`src/verilog/lintrx_pkg.sv`:
```
package lintrx_pkg;
    localparam int           CLK_MHZ        = 50;
    localparam int           NUM_CH         = 4;
    localparam logic [1:0]   MODE_OFF       = 2'h0;
    localparam logic [1:0]   MODE_WAKE      = 2'h1;
    localparam logic [1:0]   MODE_RXONLY    = 2'h2;
    localparam logic [1:0]   MODE_NORMAL    = 2'h3;
    localparam int           WAKE_FILTER_US = 50;
    localparam int           WAKE_CYC       = WAKE_FILTER_US * CLK_MHZ;
    localparam int           EN_DELAY_US    = 10;
    localparam int           EN_CYC         = EN_DELAY_US * CLK_MHZ;
    localparam int           TIMEOUT_US     = 12000;
    localparam int           TIMEOUT_CYC    = TIMEOUT_US * CLK_MHZ;
    localparam logic [2:0]   SBC_NORMAL     = 3'h0;
    localparam logic [2:0]   SBC_STOP       = 3'h1;
    localparam logic [2:0]   SBC_SLEEP      = 3'h2;
    localparam logic [2:0]   SBC_RESTART    = 3'h3;
    localparam logic [2:0]   SBC_FAILSAFE   = 3'h4;
    localparam int           CNT_W          = 20;
endpackage

```
`src/verilog/lintrx_chan.sv`:
```
`timescale 1ns/100ps
`default_nettype none
module lintrx_chan
    import lintrx_pkg::*;
#(
    parameter int TIMEOUT_CYCLES = TIMEOUT_CYC
)
(
    input  wire logic       clk,
    input  wire logic       rst,
    input  wire logic [1:0] mode_field,
    input  wire logic [2:0] sbc_mode,
    input  wire logic       sbc_enter_rearm,
    input  wire logic       tx_in,
    input  wire logic       bus_in,
    input  wire logic       tx_timeout_disable,
    input  wire logic       supply_uv,
    output logic            drive_dom_reg,
    output logic            rx_out_reg,
    output logic            fault_flag_reg,
    output logic            wake_pulse_reg
);
    typedef enum logic [1:0] {ST_IDLE, ST_DOM, ST_WAIT} lintrx_wk_type;
    lintrx_wk_type          wk_reg;
    logic [1:0]             eff_mode;
    logic [1:0]             mode_prev_reg;
    logic [CNT_W-1:0]       en_cnt_reg;
    logic                   en_ok_reg;
    logic [CNT_W-1:0]       wk_cnt_reg;
    logic                   woken_reg;
    logic [CNT_W-1:0]       txto_cnt_reg;
    logic                   txto_reg;
    logic [CNT_W-1:0]       busto_cnt_reg;
    logic                   bus_prev_reg;
    logic                   tx_allowed;

    always_comb
    begin
        eff_mode = mode_field;
        if (sbc_mode == SBC_FAILSAFE)
            eff_mode = MODE_WAKE;
        else if (mode_field == MODE_NORMAL && sbc_mode != SBC_NORMAL)
            eff_mode = MODE_OFF;
        else if (mode_field == MODE_RXONLY && sbc_mode != SBC_NORMAL && sbc_mode != SBC_STOP)
            eff_mode = MODE_OFF;
    end

    always_ff @(posedge clk)
    begin
        if (rst)
            mode_prev_reg <= MODE_OFF;
        else
            mode_prev_reg <= eff_mode;
    end

    // enable delay, then a recessive tx must be seen before dominant passes
    always_ff @(posedge clk)
    begin
        if (rst || eff_mode != MODE_NORMAL || mode_prev_reg != MODE_NORMAL)
        begin
            en_cnt_reg <= '0;
            en_ok_reg  <= 1'b0;
        end
        else if (en_cnt_reg < CNT_W'(EN_CYC))
            en_cnt_reg <= en_cnt_reg + CNT_W'(1);
        else if (tx_in)
            en_ok_reg <= 1'b1;
    end

    always_ff @(posedge clk)
    begin
        if (rst || tx_timeout_disable || tx_in || eff_mode != MODE_NORMAL)
        begin
            txto_cnt_reg <= '0;
            txto_reg     <= 1'b0;
        end
        else if (txto_cnt_reg < CNT_W'(TIMEOUT_CYCLES))
            txto_cnt_reg <= txto_cnt_reg + CNT_W'(1);
        else
            txto_reg <= 1'b1;
    end

    always_ff @(posedge clk)
    begin
        if (rst || bus_in || (eff_mode != MODE_NORMAL && eff_mode != MODE_RXONLY))
            busto_cnt_reg <= '0;
        else if (busto_cnt_reg <= CNT_W'(TIMEOUT_CYCLES))
            busto_cnt_reg <= busto_cnt_reg + CNT_W'(1);
    end

    // fault stays set; reset wins, cleared only by reset since no clear path exists
    always_ff @(posedge clk)
    begin
        if (rst)
            fault_flag_reg <= 1'b0;
        else if (txto_cnt_reg == CNT_W'(TIMEOUT_CYCLES) && !tx_in)
            fault_flag_reg <= 1'b1;
        else if (busto_cnt_reg == CNT_W'(TIMEOUT_CYCLES))
            fault_flag_reg <= 1'b1;
    end

    assign tx_allowed = eff_mode == MODE_NORMAL && en_ok_reg && !txto_reg && !supply_uv;

    always_ff @(posedge clk)
    begin
        if (rst)
            drive_dom_reg <= 1'b0;
        else
            drive_dom_reg <= tx_allowed && !tx_in;
    end

    always_ff @(posedge clk)
    begin
        if (rst)
            bus_prev_reg <= 1'b1;
        else
            bus_prev_reg <= bus_in;
    end

    // wake detector; leaving wake mode or a chip-mode rearm clears it
    always_ff @(posedge clk)
    begin
        if (rst || eff_mode != MODE_WAKE || sbc_enter_rearm)
        begin
            wk_reg         <= ST_IDLE;
            wk_cnt_reg     <= '0;
            woken_reg      <= 1'b0;
            wake_pulse_reg <= 1'b0;
        end
        else
        begin
            wake_pulse_reg <= 1'b0;
            case (wk_reg)
                ST_IDLE:
                begin
                    wk_cnt_reg <= '0;
                    if (!woken_reg && bus_prev_reg && !bus_in)
                        wk_reg <= ST_DOM;
                end
                ST_DOM:
                begin
                    if (bus_in)
                        wk_reg <= ST_IDLE;
                    else if (wk_cnt_reg >= CNT_W'(WAKE_CYC))
                        wk_reg <= ST_WAIT;
                    else
                        wk_cnt_reg <= wk_cnt_reg + CNT_W'(1);
                end
                ST_WAIT:
                begin
                    if (bus_in)
                    begin
                        wk_reg         <= ST_IDLE;
                        woken_reg      <= 1'b1;
                        wake_pulse_reg <= 1'b1;
                    end
                end
                default:
                    wk_reg <= ST_IDLE;
            endcase
        end
    end

    always_ff @(posedge clk)
    begin
        if (rst)
            rx_out_reg <= 1'b1;
        else if (eff_mode == MODE_WAKE && woken_reg)
            rx_out_reg <= 1'b0;
        else if (eff_mode == MODE_NORMAL || eff_mode == MODE_RXONLY)
            rx_out_reg <= bus_in;
        else
            rx_out_reg <= 1'b1;
    end
endmodule
`default_nettype wire

```
`src/verilog/lintrx_top.sv`:
```
`timescale 1ns/100ps
`default_nettype none
module lintrx_top
    import lintrx_pkg::*;
#(
    parameter int TIMEOUT_CYCLES = TIMEOUT_CYC
)
(
    input  wire logic              clk,
    input  wire logic              rst,
    input  wire logic [1:0]        channel1_mode_field,
    input  wire logic [1:0]        channel2_mode_field,
    input  wire logic [1:0]        channel3_mode_field,
    input  wire logic [1:0]        channel4_mode_field,
    input  wire logic [2:0]        sbc_mode,
    input  wire logic              sbc_mode_cmd,
    input  wire logic [NUM_CH-1:0] bus_tx_input,
    input  wire logic [NUM_CH-1:0] bus_line_in,
    input  wire logic              tx_timeout_disable,
    input  wire logic              bus_supply_uv,
    input  wire logic              low_slope_select,
    input  wire logic              slope_bypass,
    input  wire logic              spi_cs_n,
    input  wire logic              watchdog_on_bus_wake,
    output logic [NUM_CH-1:0]      bus_drive_dom,
    output logic [NUM_CH-1:0]      bus_rx_output,
    output logic [NUM_CH-1:0]      channel_fault_flag,
    output logic [NUM_CH-1:0]      wake_status_reg,
    output logic                   int_n_reg,
    output logic                   restart_req_reg,
    output logic                   watchdog_enable_req_reg,
    output logic                   low_slope_reg,
    output logic                   slope_bypass_reg
);
    logic [1:0]        mode_arr [NUM_CH];
    logic [NUM_CH-1:0] tx_s1_reg, tx_s2_reg, bus_s1_reg, bus_s2_reg, wake_p;
    logic [2:0]        sm_s1_reg, sm_s2_reg, sm_prev_reg;
    logic              cmd_s1_reg, cmd_s2_reg, cmd_prev_reg, uv_s1_reg, uv_s2_reg;
    logic              to_s1_reg, to_s2_reg, cs_s1_reg, cs_s2_reg, cs_prev_reg;
    logic              ls_s1_reg, ls_s2_reg, fb_s1_reg, fb_s2_reg, wd_s1_reg, wd_s2_reg;
    logic              rearm;

    assign mode_arr[0] = channel1_mode_field;
    assign mode_arr[1] = channel2_mode_field;
    assign mode_arr[2] = channel3_mode_field;
    assign mode_arr[3] = channel4_mode_field;

    // pins other than the mode fields and reset cross in through two flip-flops
    always_ff @(posedge clk)
    begin
        tx_s1_reg  <= bus_tx_input;
        tx_s2_reg  <= tx_s1_reg;
        bus_s1_reg <= bus_line_in;
        bus_s2_reg <= bus_s1_reg;
        sm_s1_reg  <= sbc_mode;
        sm_s2_reg  <= sm_s1_reg;
        cmd_s1_reg <= sbc_mode_cmd;
        cmd_s2_reg <= cmd_s1_reg;
        uv_s1_reg  <= bus_supply_uv;
        uv_s2_reg  <= uv_s1_reg;
        to_s1_reg  <= tx_timeout_disable;
        to_s2_reg  <= to_s1_reg;
        cs_s1_reg  <= spi_cs_n;
        cs_s2_reg  <= cs_s1_reg;
        ls_s1_reg  <= low_slope_select;
        ls_s2_reg  <= ls_s1_reg;
        fb_s1_reg  <= slope_bypass;
        fb_s2_reg  <= fb_s1_reg;
        wd_s1_reg  <= watchdog_on_bus_wake;
        wd_s2_reg  <= wd_s1_reg;
    end

    always_ff @(posedge clk)
    begin
        if (rst)
        begin
            sm_prev_reg  <= SBC_NORMAL;
            cmd_prev_reg <= 1'b0;
            cs_prev_reg  <= 1'b1;
        end
        else
        begin
            sm_prev_reg  <= sm_s2_reg;
            cmd_prev_reg <= cmd_s2_reg;
            cs_prev_reg  <= cs_s2_reg;
        end
    end

    // a repeated stop command also rearms
    assign rearm = (sm_s2_reg != sm_prev_reg && (sm_s2_reg == SBC_STOP || sm_s2_reg == SBC_SLEEP
                    || sm_s2_reg == SBC_FAILSAFE))
                   || (sm_s2_reg == SBC_STOP && cmd_s2_reg && !cmd_prev_reg);

    genvar g;
    generate
        for (g = 0; g < NUM_CH; g++)
        begin : g_ch
            lintrx_chan #(.TIMEOUT_CYCLES(TIMEOUT_CYCLES)) u_ch (
                .clk                (clk),
                .rst                (rst),
                .mode_field         (mode_arr[g]),
                .sbc_mode           (sm_s2_reg),
                .sbc_enter_rearm    (rearm),
                .tx_in              (tx_s2_reg[g]),
                .bus_in             (bus_s2_reg[g]),
                .tx_timeout_disable (to_s2_reg),
                .supply_uv          (uv_s2_reg),
                .drive_dom_reg      (bus_drive_dom[g]),
                .rx_out_reg         (bus_rx_output[g]),
                .fault_flag_reg     (channel_fault_flag[g]),
                .wake_pulse_reg     (wake_p[g])
            );
        end
    endgenerate

    always_ff @(posedge clk)
    begin
        if (rst)
        begin
            wake_status_reg         <= '0;
            int_n_reg               <= 1'b1;
            restart_req_reg         <= 1'b0;
            watchdog_enable_req_reg <= 1'b0;
        end
        else
        begin
            wake_status_reg <= wake_status_reg | wake_p;
            int_n_reg <= !(|wake_p && (sm_s2_reg == SBC_NORMAL || sm_s2_reg == SBC_STOP));
            restart_req_reg <= |wake_p && sm_s2_reg != SBC_NORMAL && sm_s2_reg != SBC_STOP;
            watchdog_enable_req_reg <= |wake_p && sm_s2_reg == SBC_STOP && wd_s2_reg;
        end
    end

    // slope settings latch at chip select rise, only in normal mode
    always_ff @(posedge clk)
    begin
        if (rst)
        begin
            low_slope_reg    <= 1'b0;
            slope_bypass_reg <= 1'b0;
        end
        else if (cs_s2_reg && !cs_prev_reg && sm_s2_reg == SBC_NORMAL)
        begin
            low_slope_reg    <= ls_s2_reg;
            slope_bypass_reg <= fb_s2_reg;
        end
    end
endmodule
`default_nettype wire
```
`config.mk`:
```
export PLATFORM = sky130hd
export DESIGN_NAME = lintrx_top
export DESIGN_NICKNAME = d
export VERILOG_FILES = /design/src/verilog/lintrx_pkg.sv /design/src/verilog/lintrx_chan.sv /design/src/verilog/lintrx_top.sv
export SDC_FILE = /design/constraint.sdc
export NUM_CORES = 1
export LEC_CHECK = 0
export ABC_AREA = 1
export BUFFER_PORTS_ARGS = -buffer_cell sky130_fd_sc_hd__clkbuf_2
export CELL_PAD_IN_SITES_DETAIL_PLACEMENT = 1
export CELL_PAD_IN_SITES_GLOBAL_PLACEMENT = 1
export CORE_MARGIN = 2
export CORE_UTILIZATION = 46
export DETAILED_ROUTE_END_ITERATION = 6
export GPL_TIMING_DRIVEN = 0
export PLACE_DENSITY_LB_ADDON = 0.1
export SLEW_MARGIN = 20
export SYNTH_ARGS = -nofsm -noshare
export SYNTH_HDL_FRONTEND = slang
export SYNTH_SLANG_ARGS = --single-unit
```
`constraint.sdc`:
```
create_clock -name clk -period 1.8 [get_ports clk]
set_input_delay 0 -clock clk [delete_from_list [all_inputs] [get_ports clk]]
set_output_delay 0 -clock clk [all_outputs]
set_load 0.1 [all_outputs]
```
Word-level counts from Yosys, hierarchy flattened

Index checks and enable logic that the tools add are counted.

Add/sub/neg operators: 16
Magnitude comparators: 16
Equal/unequal tests: 77
Muxes and demuxes: 64
Bitwise logic cells: 9
Reduce and logical (&&, ||, !) cells: 154

Operators by type and width:

| kind                                                                           | count |
|---|---|
| 20-bit by 1-bit adder with 20-bit output (second input constant)               | 16 |
| 20-bit == test (second input constant)                                         | 8 |
| 20-bit two-way mux                                                             | 8 |
| 20-bit case mux with 2 select lines                                            | 4 |
| 20-bit by 12-bit >= comparator with 1-bit output (second input constant)       | 4 |
| 20-bit less-or-equal comparator (second input constant)                        | 4 |
| 20-bit less-than comparator (second input constant)                            | 4 |
| 20-bit by 9-bit less-than comparator with 1-bit output (second input constant) | 4 |
| 1-bit logical AND                                                              | 58 |
| 2-bit two-way mux                                                              | 28 |
| 2-bit != test (second input constant)                                          | 24 |
| 1-bit logical OR                                                               | 41 |
| 2-bit == test (second input constant)                                          | 20 |
| 2-bit case mux with 3 select lines                                             | 4 |
| 3-bit AND reduction                                                            | 8 |
| 1-bit logical NOT                                                              | 20 |
| 1-bit two-way mux                                                              | 20 |
| 2-bit by 1-bit == test with 1-bit output (second input constant)               | 8 |
| 2-bit by 1-bit != test with 1-bit output (second input constant)               | 8 |
| 2-bit AND reduction                                                            | 8 |
| 2-bit nonzero test                                                             | 8 |
| 3-bit by 2-bit != test with 1-bit output (second input constant)               | 4 |
| 2-bit logical NOT                                                              | 4 |
| 1-bit NOT                                                                      | 8 |
| other kinds (10)                                                               | 13 |

Register bits: 418
Input bits: 28
Word-level logic and storage cells: 421

Longest topological paths before layout

Gate-level depths: netlist of the first run.

Word-level depth: 11
Mapped depth: 13
Depth with buffers taken out: 12

Modules after synthesis

From an unflattened synthesis of the first run, not the netlist that was laid out.

Cell total of the unflattened synthesis: 2884
Area total of the unflattened synthesis: 19816.5 um2

Modules (own cells, without submodules):

| module                         | instances | cells an instance | area an instance (um2) |
|---|---|---|---|
| lintrx_chan (g_ch[0].u_ch ...) | 3         | 678               | 4564.4 |
| lintrx_chan (g_ch[3].u_ch)     | 1         | 734               | 4844.6 |
| lintrx_top                     | 1         | 116               | 1278.7 |

Worst setup path after synthesis of the first run

Ideal clock, no wire load.

Kind: register to register
From: register g_ch[2].u_ch.busto_cnt_reg[0]
To: register g_ch[2].u_ch.busto_cnt_reg[1]
Library setup time: 116 ps
Data arrival time: 1444 ps
Required time: 1684 ps
Path slack: 240 ps
Stages on the path, launching flop included: 10
Buffers on the path: 1
Clock period less this slack: 1560 ps
Cell sequence: dfxtp_1 -> inv_1 -> ha_1 -> nand3_1 -> nor3_1 -> nand4_1 -> nand2_1 -> buf_4 -> o21ai_0 -> nor2_1

Cells in the longest elaborated chain, start to end: 1
Elaborated cells on any way between the ends: 2
Those cells by class: add/sub: 1; order compare: 1

RTL lines:

| what                                                                                               | RTL line                             | RTL |
|---|---|---|
| start: declaration                                                                                 | lintrx_chan.sv:33                    | `logic [CNT_W-1:0] busto_cnt_reg;` |
| start signal: assignment                                                                           | lintrx_chan.sv:88                    | `busto_cnt_reg <= busto_cnt_reg + CNT_W'(1);` |
| 20-bit by 1-bit adder with 20-bit output / 20-bit less-or-equal comparator (equally long branches) | lintrx_chan.sv:88, lintrx_chan.sv:87 |  |

Several ways; a longest one is shown, not always the timed one.
A chain may end at the register's enable or synchronous reset.

Worst setup path after layout of the first run

From: register sm_s2_reg[1]
To: register g_ch[2].u_ch.en_cnt_reg[0]

Cells in the longest elaborated chain, start to end: 9
Elaborated cells on any way between the ends: 12
Those cells by class: eq/ne: 3; mux: 3; reduce/logical: 6

RTL lines:

| what                              | RTL line                             | RTL |
|---|---|---|
| start: declaration                | lintrx_top.sv:37                     | `logic [2:0] sm_s1_reg, sm_s2_reg, sm_prev_reg;` |
| start signal: assignment          | lintrx_top.sv:56                     | `sm_s2_reg <= sm_s1_reg;` |
| 3-bit nonzero test                | lintrx_chan.sv:42, lintrx_chan.sv:44 |  |
| 1-bit logical AND (2 in a row)    | lintrx_chan.sv:44                    | `else if (mode_field == MODE_RXONLY && sbc_mode != SBC_NORMAL && sbc_mode != SBC_STOP)` |
| 2-bit two-way mux                 | lintrx_chan.sv:44                    |  |
| 2-bit two-way mux                 | lintrx_chan.sv:42                    | `else if (mode_field == MODE_NORMAL && sbc_mode != SBC_NORMAL)` |
| 2-bit two-way mux (*)             | lintrx_chan.sv:40                    | `if (sbc_mode == SBC_FAILSAFE)` |
| 2-bit != test (*)                 | lintrx_chan.sv:59                    | `if (rst \|\| eff_mode != MODE_NORMAL \|\| mode_prev_reg != MODE_NORMAL)` |
| 1-bit logical OR (*) (2 in a row) | lintrx_chan.sv:59                    |  |
| end signal: assignment            | lintrx_chan.sv:65                    | `en_cnt_reg <= en_cnt_reg + CNT_W'(1);` |
| end: declaration                  | lintrx_chan.sv:27                    | `logic [CNT_W-1:0] en_cnt_reg;` |

Mark *: on every way between the ends. The rest lies on a longest branch, timed or not.

==> results of run 1 <==
[metal layers]
metal  global-route usage (%)  wire length, microns  share of wire [%]
met5                        0                     0                  0
met4                     10.2                  2040                3.4
met3                     3.04                  1510                2.5
met2                     45.9                 31300                 52
met1                     30.0                 25700                 42
[critical path, stage by stage (launching register included)]
cell,delay [ns]
dfxtp_4,0.37
inv_4,0.08
nand2_4,0.07
nor2_4,0.19
buf_12,0.16
o22ai_4,0.10
buf_12,0.14
nor3_4,0.18
buf_12,0.15
buf_4,0.12
o21ai_0,0.09
a21oi_1,0.14
[stage by stage]
step | utilization, % | setup TNS [ns] | instances | instance area [sq um]
floorplan | - | 0 | 2776 | 19600
global placement | 48.8 | -24.24 | 3363 | 20500
detailed placement | 48.8 | -34.94 | 3363 | 20500
CTS | 54.6 | -0.0239 | 3507 | 23000
global route | 58.0 | -11.81 | 3565 | 24400
finish | 58.0 | -3.03 | 3565 | 24400
[synth_stat cells, types with 11 or more instances]
cell and count:
nor4_1 12, dfxtp_1 418, nand3_1 194, nand4_1 88, a21oi_2 20, buf_4 20, o21ai_1 13, o21ai_0 70
a21oi_1 181, nor2_1 401, ha_1 28, xnor2_1 17, nand2_1 582, nand3b_1 11, buf_2 27, xor2_1 39
nor3_1 120, inv_1 383
[cell families (layout without fill, tap and decap cells)]
logic type | Yosys count | after routing | share of synthesized area, %
DFF | 418 | 418 | 42.7
xor gates and xnor gates | 56 | 56 | 2.50
buffers and inverters | 469 | 719 | 9.83
adders and majority gates | 28 | 28 | 1.79
and+or+nand+nor | 1478 | 1478 | 33.7
AOI/OAI and AO/OA | 327 | 327 | 9.49
[path summary, 6_finish.rpt]
path	to	from
hold reg to reg	sm_s2_reg[2]$_DFF_P_	sm_s1_reg[2]$_DFF_P_
hold / removal	g_ch[2].u_ch.bus_prev_reg$_SDFF_PP1_	rst
setup / recovery	g_ch[2].u_ch.en_cnt_reg[0]$_SDFFE_PP0P_	sm_s2_reg[1]$_DFF_P_
setup reg to reg	g_ch[2].u_ch.en_cnt_reg[0]$_SDFFE_PP0P_	sm_s2_reg[1]$_DFF_P_
[area by class of cell]
cell class / instances / area, sq um / share of cell area, %
clock buffers: 62 / 1340 / 5.51
repair inverters: 3 / 16.3 / 0.0668
flip-flops and latches: 418 / 8410 / 34.5
well taps: 539 / 674 / 2.77
multi-input cells: 1889 / 10100 / 41.3
plain buffers: 62 / 505 / 2.07
inverters: 404 / 1590 / 6.53
clock inverters: 22 / 307 / 1.26
repair buffers: 166 / 1450 / 5.94
[power groups by stage]
stage	clock, mW	combinational, mW	sequential [mW]
floorplan	0	0.264	9.55
detailed placement	0	0.414	9.56
global route	10.9	0.740	9.36
finish	10.3	0.699	9.36
global placement	0	0.402	9.56
CTS	10.5	0.530	9.36
[timing repair]
| item | 4_1_cts | 5_1_grt |
|---|---|---|
| endpoints found under the hold margin | 76 | 0 |
| hold buffers | 32 | 0 |
| resized for setup | 78 | 271 |
| gates cloned | 1 | 12 |
| endpoints found under the setup margin | 300 | 306 |
| pin swaps | 23 | 54 |
| buffers inserted | 29 | 50 |
==> results.md, run 1 <==
* Synth warn at 0
* Worst Path Max Fanout at 4
* Worst hold margin at between 0.02 and 0.025 ns
* CTS Buf Count at between 40 and 50
* DR vias/cell at roughly 5.3
* Total Routing Usage GR at between 20% and 30%
* CTS tree: yes
* Area delta synth->final at 24.3%
* Initial antenna violation count at 0
* Synth Register Bits at 418
* Internal power at between 15 and 20 mW
* DRC viols at 0
* Worst R2R Path Depth at 11
* Cell taking the most area after synthesis: dfxtp_1
* Mapped Area at 0.0196 sq mm
* GP Congestion at ~0.89
* Top post-synthesis cells by area: dfxtp_1 (43%), nand2_1 (11%), nor2_1 (7.7%)
* Sink Count at around 420
* Sequential fraction of design power at 45.9%
* First-pass DRT Iterations at 4
* Area share of the largest cell type after synthesis at 42.7%
* Clock Path Buffers at 3
* First-pass GRT wire length at a little over 90000 microns
* Max-cap violations at 0
* Final Max Slew Viols at 0
* HPWL Detailed at a little under 40000 microns
* Detail Route Antenna Nets at 0
* Worst setup EP type: register
* Clk pwr share at between 50% and 60%
* Crit path kind: reg -> reg
* Hold Violations, Final at 0
* Ratio of cells with drive above 1 in the final layout at a little under a fifth
* Root Driver: clkbuf_16
* Slew @ Worst Pin at just over 0.7 ns
* Logic gate share of total power at between 3 and 4%
* Final worst setup slack at -0.0882 ns
* Row count at 75
* Routed wire length at slightly above 60000 microns
* Final setup violation count at ~90
* Lkg Pwr at ~8.9 nW
* Nets at 3047
* Die height at roughly 210 microns
* CTS clk-pin slew, worst paths at around 0.060 ns
* Commonest non-fill, non-tap cell in the layout: nand2_1
* Commonest non-fill, non-tap cells in the layout: nand2_1 (555), dfxtp_1 (395), nor2_1 (368)
* # IOs at ~50
* VDD IR max at around 0.00079 V
* Core Box Area at approximately 0.042 sq mm
* Synthesized area per cell at around 7 sq um
* Clk_skew at 0.0174 ns
* Netlist cell types at 52
* Slack of the worst reg-to-reg path at -0.09 ns
* Type of origin of the critical path: register
* Slew margin rel. at between 50 and 60%
* Primary FF master, synth: dfxtp_1
* # port buffers at 48
* # H-tree levels at 2
* Via count at 19000
* Psw at 4.54 mW
* Filler cell count at around 5300
* Mapped Cells at about 2800
* Post-synth ARST share at 0%
* RSZ-0062 raised after global routing: yes
* Hold depth at 3
* Clk_lat worst skew at about 0.60 ns
* Initial DRC Count at 729
* Post-synthesis sequential area ratio at 42.7%
* Power Dens Cells at 837 mW/mm^2
* Tmin final at 1.89 ns
* Routed len/inst at between 15 and 20 microns
* Worst EP arrival at between 2 and 2.5 ns
* Worst EP required at approximately 2.3 ns
* Largest net degree at the start of global routing at 18
* Syn nets at 2832
* Die width at between 200 and 250 microns
* Worst Hold Class: in -> reg
* Total power at ~20 mW
* Total die area at 0.0443 sq mm
* EDFF count, synth at 0
* Vias in the first global route at 19400
* Worst slack, placed at -0.335 ns
* Fmax at between 500 and 600 MHz
* Final worst path period share at 105%
* Switching Fraction at approximately 22%
* Inserted Diodes at 0
* Initial core utilization at 46.6%
* Outcome: finished with violations
* GRT Residual Overflow at 0
* Failing checks: setup timing
No activity file was read; power rests on OpenSTA's default activity.
==> inputs of run 2 (changes only) <==
--- a/config.mk
+++ b/config.mk
@@ -14,6 +14,7 @@
 export DETAILED_ROUTE_END_ITERATION = 6
 export GPL_TIMING_DRIVEN = 0
 export PLACE_DENSITY_LB_ADDON = 0.1
+export SKIP_CTS_REPAIR_TIMING = 1
 export SLEW_MARGIN = 20
 export SYNTH_ARGS = -nofsm -noshare
 export SYNTH_HDL_FRONTEND = slang
==> results.md, run 2 (synthesis gave the netlist of run 1 again) <==
* Clock Path Buffers at 3
* M1 GR Usage at a little under 30%
* GRT Residual Overflow at 0
* Lkg Pwr at roughly 9 nW
* RSZ-0062 raised after global routing: yes
* Failing checks: hold timing, setup timing
* Hold Violations, Final at 1
* Worst Hold Class: in -> reg
* Initial antenna violation count at 0
* Nets at a little over 3000
* Routed len/inst at approximately 18 microns
* Die height at between 200 and 250 microns
* Final setup violation count at 245
* Slew margin rel. at a little under three fifths
* Met3 Use GR at 2.95%
* Worst setup EP type: register
* Row count at 75
* Largest net degree at the start of global routing at 14
* Critical path's slowest cell: dfxtp_4
* DR vias/cell at 5.46
* Core Box Area at 0.0420 sq mm
* Area delta synth->final at 28.3%
* Power Dens Cells at just over 800 mW/mm^2
* Via count at slightly below 20000
* Initial core utilization at about 47%
* Slew @ Worst Pin at 0.660 ns
* Crit path top cell by count: nand2_4
* Max-cap violations at 0
* Commonest non-fill, non-tap cell in the layout: nand2_1
* # IOs at 49
* Final Max Slew Viols at 0
* Crit path kind: reg -> reg
* Ratio of cells with drive above 1 in the final layout at between 20% and 30%
* Slowest cell delay on critical path at about 0.38 ns
* CTS Buf Count at 47
* Worst EP required at roughly 2.3 ns
* GR Layer Usage met2 at between 40% and 50%
* GRT busiest layer: met2
* Final worst setup slack at -0.241 ns
* Fmax at between 400 and 500 MHz
* Total die area at about 0.044 sq mm
* # port buffers at 48
* GP Congestion at 0.891
* Root Driver: clkbuf_16
* Commonest non-fill, non-tap cells in the layout: nand2_1 (552), dfxtp_1 (399), inv_1 (368)
* HPWL Detailed at 38700 microns
* CTS clk-pin slew, worst paths at ~0.060 ns
* Total power at roughly 20 mW
* Clk_lat worst skew at 0.60 ns
* Routed wire length at ~66000 microns
* Die width at between 200 and 250 microns
* Inserted Diodes at 0
* Setup TNS at -24.84 ns
* Vias in the first global route at 18800
* First-pass GRT wire length at about 89000 microns
* Fin cells at between 3000 and 4000
* CTS tree: yes
* Type of origin of the critical path: register
* Worst path cell trace: buf_12 -> nor2_4 -> nand2_4 -> a21oi_4 -> nand3_4 -> inv_2 -> nand2_4 -> nor2_8 -> buf_4 -> clkbuf_16 -> o21ai_2 -> a21oi_2
* Clk_skew at 0.0273 ns
* Initial DRC Count at approximately 850
* Outcome: finished with violations
* Worst hold margin at -0.00398 ns
* DRC viols at 0
* First-pass DRT Iterations at 5
* Placed Instances at approximately 3400
* Worst EP arrival at roughly 2.6 ns
* Worst Path Max Fanout at 5
* # H-tree levels at 2
* Detail Route Antenna Nets at 0
* Final design utilization at between 50% and 60%
* Final worst path period share at 113%
* Sink Count at 418
* Tmin final at around 2.0 ns
* Total Routing Usage GR at roughly 24%
* VDD IR max at around 0.00080 V
==> run 2: changes by cell type in the layout (fill, tap and decap cells not counted), moves of 12 or more <==
cell	change
a21oi_2	+19
o21ai_2	+15
a21oi_1	-19
nor2_1	-30
nor2_2	+12
buf_6	+17
nor2_4	+19
==> run 2: layout make-up <==
type / instances / area, sq um
flip-flops and latches: 418 / 8400
multi-input cells: 1890 / 10500
plain buffers: 64 / 572
repair buffers: 184 / 1690
clock buffers: 62 / 1340
well taps: 539 / 674
fillers: 5216 / 16900
inverters: 404 / 1600
repair inverters: 5 / 31.3
clock inverters: 22 / 307
==> run 2: path summary, 6_finish.rpt <==
kind	start	slack, ns	to	cells after the start
worst min register to register	sm_s1_reg[1]$_DFF_P_	0.33	sm_s2_reg[1]$_DFF_P_	0
worst max-delay path	sm_s2_reg[0]$_DFF_P_	-0.24	g_ch[3].u_ch.txto_cnt_reg[6]$_SDFFE_PP0N_	12
worst max register to register	sm_s2_reg[0]$_DFF_P_	-0.24	g_ch[3].u_ch.txto_cnt_reg[6]$_SDFFE_PP0N_	12
worst min-delay path	rst	-0.004	g_ch[2].u_ch.wk_cnt_reg[11]$_SDFFE_PP0P_	6
==> run 2: stage by stage <==
stage / hold WS [ns] / setup slack, ns / instance area (sq um)
finish: -0.00398 / -0.241 / 25100
global route: 0.0308 / -0.298 / 25100
CTS: -0.522 / -0.349 / 22200
detailed placement: 0.105 / -0.335 / 20500
global placement: 0.103 / -0.304 / 20500
floorplan: 0.0277 / 0.240 / 19600
==> run 2: routing by layer <==
metal  up-vias  share of wire (%)
li1       9387                  -
met1      9581                 40
met2       421                 52
met3       185                3.7
met4         0                4.0
met5         -                  0
==> run 2: worst max-delay path: cells and delay by family (launching register included) <==
kind / cells / cell delay, ns
buf+inv: 4 / 0.57
simple gates: 5 / 0.67
flops: 1 / 0.38
compound gates: 3 / 0.36
==> run 2: where the power goes <==
part | internal [mW] | switching, mW | leakage, nW | total [mW]
combinational | 0.304 | 0.448 | 4.94 | 0.753
clock | 6.25 | 4.14 | 0.807 | 10.4
sequential | 9.32 | 0.0462 | 3.39 | 9.36
==> inputs of run 3 (changes only) <==
--- a/config.mk
+++ b/config.mk
@@ -5,12 +5,12 @@
 export SDC_FILE = /design/constraint.sdc
 export NUM_CORES = 1
 export LEC_CHECK = 0
-export ABC_AREA = 1
+export ABC_CLOCK_PERIOD_IN_PS = 1800
 export BUFFER_PORTS_ARGS = -buffer_cell sky130_fd_sc_hd__clkbuf_2
 export CELL_PAD_IN_SITES_DETAIL_PLACEMENT = 1
 export CELL_PAD_IN_SITES_GLOBAL_PLACEMENT = 1
 export CORE_MARGIN = 2
-export CORE_UTILIZATION = 46
+export CORE_UTILIZATION = 48
 export DETAILED_ROUTE_END_ITERATION = 6
 export GPL_TIMING_DRIVEN = 0
 export PLACE_DENSITY_LB_ADDON = 0.1
==> results.md, run 3 <==
* Multi-input gate area at about 0.011 sq mm
* Post-synthesis sequential area ratio at roughly 48%
* Row count at 69
* Lkg Pwr at between 8 and 9 nW
* Clk pwr share at between 50% and 60%
* Filler cell count at between 3000 and 4000
* First-pass GRT wire length at 70300 microns
* Vias in the first global route at 14400
* # H-tree levels at 2
* Final Max Slew Viols at 0
* CTS Buf Count at between 40 and 50
* Sequential fraction of design power at between 40% and 50%
* Most frequent cells after synthesis: dfxtp_1 (418), nor2_1 (341), xor2_1 (137)
* Detail Route Antenna Nets at 0
* Primary FF master, synth: dfxtp_1
* DR vias/cell at between 5 and 6
* Top post-synthesis cells by area: dfxtp_1 (48%), nor2_1 (7.4%), xor2_1 (6.9%)
* Area delta synth->final at 40.0%
* Worst Path Max Fanout at 6
* Area share of the largest cell type after synthesis at between 40% and 50%
* Failing checks: setup timing
* Fmax at 435 MHz
* Routed wire length at around 63000 microns
* Final worst path period share at 128%
* Psw at 4.49 mW
* Cell taking the most area after synthesis: dfxtp_1
* Largest net degree at the start of global routing at 14
* Post-synth ARST share at 0%
* # IOs at 49
* Root Driver: clkbuf_16
* Slew @ Worst Pin at about 1.1 ns
* Nets at 2253
* Synth Register Bits at 418
* Netlist cell types at 75
* Worst setup EP type: register
* HPWL Detailed at ~28000 microns
* Clock Path Buffers at 3
* Final setup violation count at roughly 320
* DRC viols at 0
* Commonest non-fill, non-tap cells in the layout: dfxtp_1 (374), nor2_1 (259), xor2_1 (125)
* CTS tree: yes
* Synth warn at 0
* RSZ-0062 raised after global routing: yes
* Max-cap violations at 0
* Worst EP required at ~2.3 ns
* Routed len/inst at about 23 microns
* Slew margin rel. at 27.7%
* GP Congestion at a little over 0.8
* EDFF count, synth at 0
* Hold Violations, Final at 0
* GRT Residual Overflow at 0
* Crit path kind: reg -> reg
* Tmin final at around 2.3 ns
* Initial DRC Count at ~850
* Switching Fraction at between 20% and 30%
* Clk_skew at approximately 0.025 ns
* CTS clk-pin slew, worst paths at ~0.060 ns
* Die width at between 150 and 200 microns
* Power Dens Cells at 830 mW/mm^2
* Total die area at ~0.038 sq mm
* Internal power at ~16 mW
* Sink Count at between 400 and 500
* Final design utilization at 68.1%
* Logic gate share of total power at 2.8%
* Initial antenna violation count at 0
* Inserted Diodes at 0
* Total Routing Usage GR at between 20% and 30%
* Setup TNS at -55.51 ns
* Final worst setup slack at -0.500 ns
* # port buffers at 48
* Core Box Area at approximately 0.035 sq mm
* Mapped Cells at between 1500 and 2000
* Worst EP arrival at between 2 and 3 ns
* Via count at approximately 16000
* Type of origin of the critical path: register
* VDD IR max at 0.00109 V
* First-pass DRT Iterations at 5
* Commonest non-fill, non-tap cell in the layout: dfxtp_1
* Worst Hold Class: in -> reg
* Mapped Area at about 0.017 sq mm
* Clk_lat worst skew at approximately 0.59 ns
* Synthesized area per cell at around 9 sq um
* Initial core utilization at 48.7%
* Ratio of cells with drive above 1 in the final layout at between 30% and 40%
* Sequential Area at between 0.008 and 0.009 sq mm
* Syn nets at approximately 2000
* Die height at just under 200 microns
* Outcome: finished with violations
* Most numerous cell in the Yosys netlist: dfxtp_1
-- run 3: cell count changes after synthesis, sizes merged, moves of 47 or more --
cell   before  now
o21ai      90   43
and2        1   63
nor3      132   37
inv       394   65
nand2     591   93
nor2      419  345
nand3     202  126
xor2       39  137
a21oi     203   41
-- run 3: per-layer routing --
layer | GRT usage (%) | share of wire (%) | vias up
met3 | 3.27 | 3.4 | 192
met1 | 28.0 | 41 | 8032
met5 | 0 | 0 | -
li1 | - | - | 7201
met2 | 38.9 | 52 | 428
met4 | 7.10 | 3.9 | 0
-- run 3: cell families after synthesis --
kind of cell	count (synthesis)	synth area share [%]
AO/OA/AOI/OAI	212	8.83
XOR/XNOR	195	9.89
adder cells (fa/ha/maj)	28	2.03
buffers and inverters	128	3.15
flip-flops	418	48.5
multiplexers	12	0.710
AND/OR/NAND/NOR	922	26.9
-- run 3: worst paths after layout --
path,slack (ns),cells after the start,from,end
hold reg to reg,0.31,0,sm_s1_reg[1]$_DFF_P_,sm_s2_reg[1]$_DFF_P_
setup reg to reg,-0.50,6,g_ch[1].u_ch.txto_cnt_reg[13]$_SDFFE_PP0N_,g_ch[1].u_ch.txto_cnt_reg[18]$_SDFFE_PP0N_
setup / recovery,-0.50,6,g_ch[1].u_ch.txto_cnt_reg[13]$_SDFFE_PP0N_,g_ch[1].u_ch.txto_cnt_reg[18]$_SDFFE_PP0N_
hold / removal,0.07,2,low_slope_select,ls_s1_reg$_DFF_P_
-- run 3: critical path: stages, from the launching register on --
cell	delay (ns)
dfxtp_2	0.34
a211o_1	0.33
a211o_4	0.37
a221oi_4	0.47
nand3_2	0.22
o21ai_0	0.35
a21oi_2	0.09
-- run 3: power groups by stage --
| stage | Combinational, mW | Sequential [mW] | Clock [mW] |
|---|---|---|---|
| 2_1_floorplan | 0.170 | 9.55 | 0 |
| 3_3_place_gp | 0.281 | 9.57 | 0 |
| 3_5_place_dp | 0.289 | 9.57 | 0 |
| 4_1_cts | 0.293 | 9.37 | 10.0 |
| 5_1_grt | 0.590 | 9.36 | 10.6 |
| 6_report | 0.566 | 9.36 | 10.1 |
-- run 3: final cells by class --
type / count / share of cell area (%)
Buffer: 55 / 2.12
Clock buffer: 70 / 5.90
Clock inverter: 13 / 0.725
Inverter: 65 / 1.01
Multi-Input combinational cell: 1372 / 44.1
Sequential cell: 418 / 35.0
Tap cell: 461 / 2.39
Timing Repair Buffer: 239 / 8.73
-- run 3: through the flow --
step                      total power [mW]  hold WS [ns]  setup WS (ns)  std cells  instance area, sq um
after floorplan                       9.72        0.0277         -0.193       1915                 17500
after global placement                9.85         0.102          -1.76       2424                 18300
after detailed placement              9.86         0.105         -0.894       2425                 18300
after CTS                             19.7        -0.495         -0.897       2508                 19900
after global routing                  20.5        0.0705         -0.588       2693                 24200
final                                 20.1        0.0687         -0.500       2693                 24200
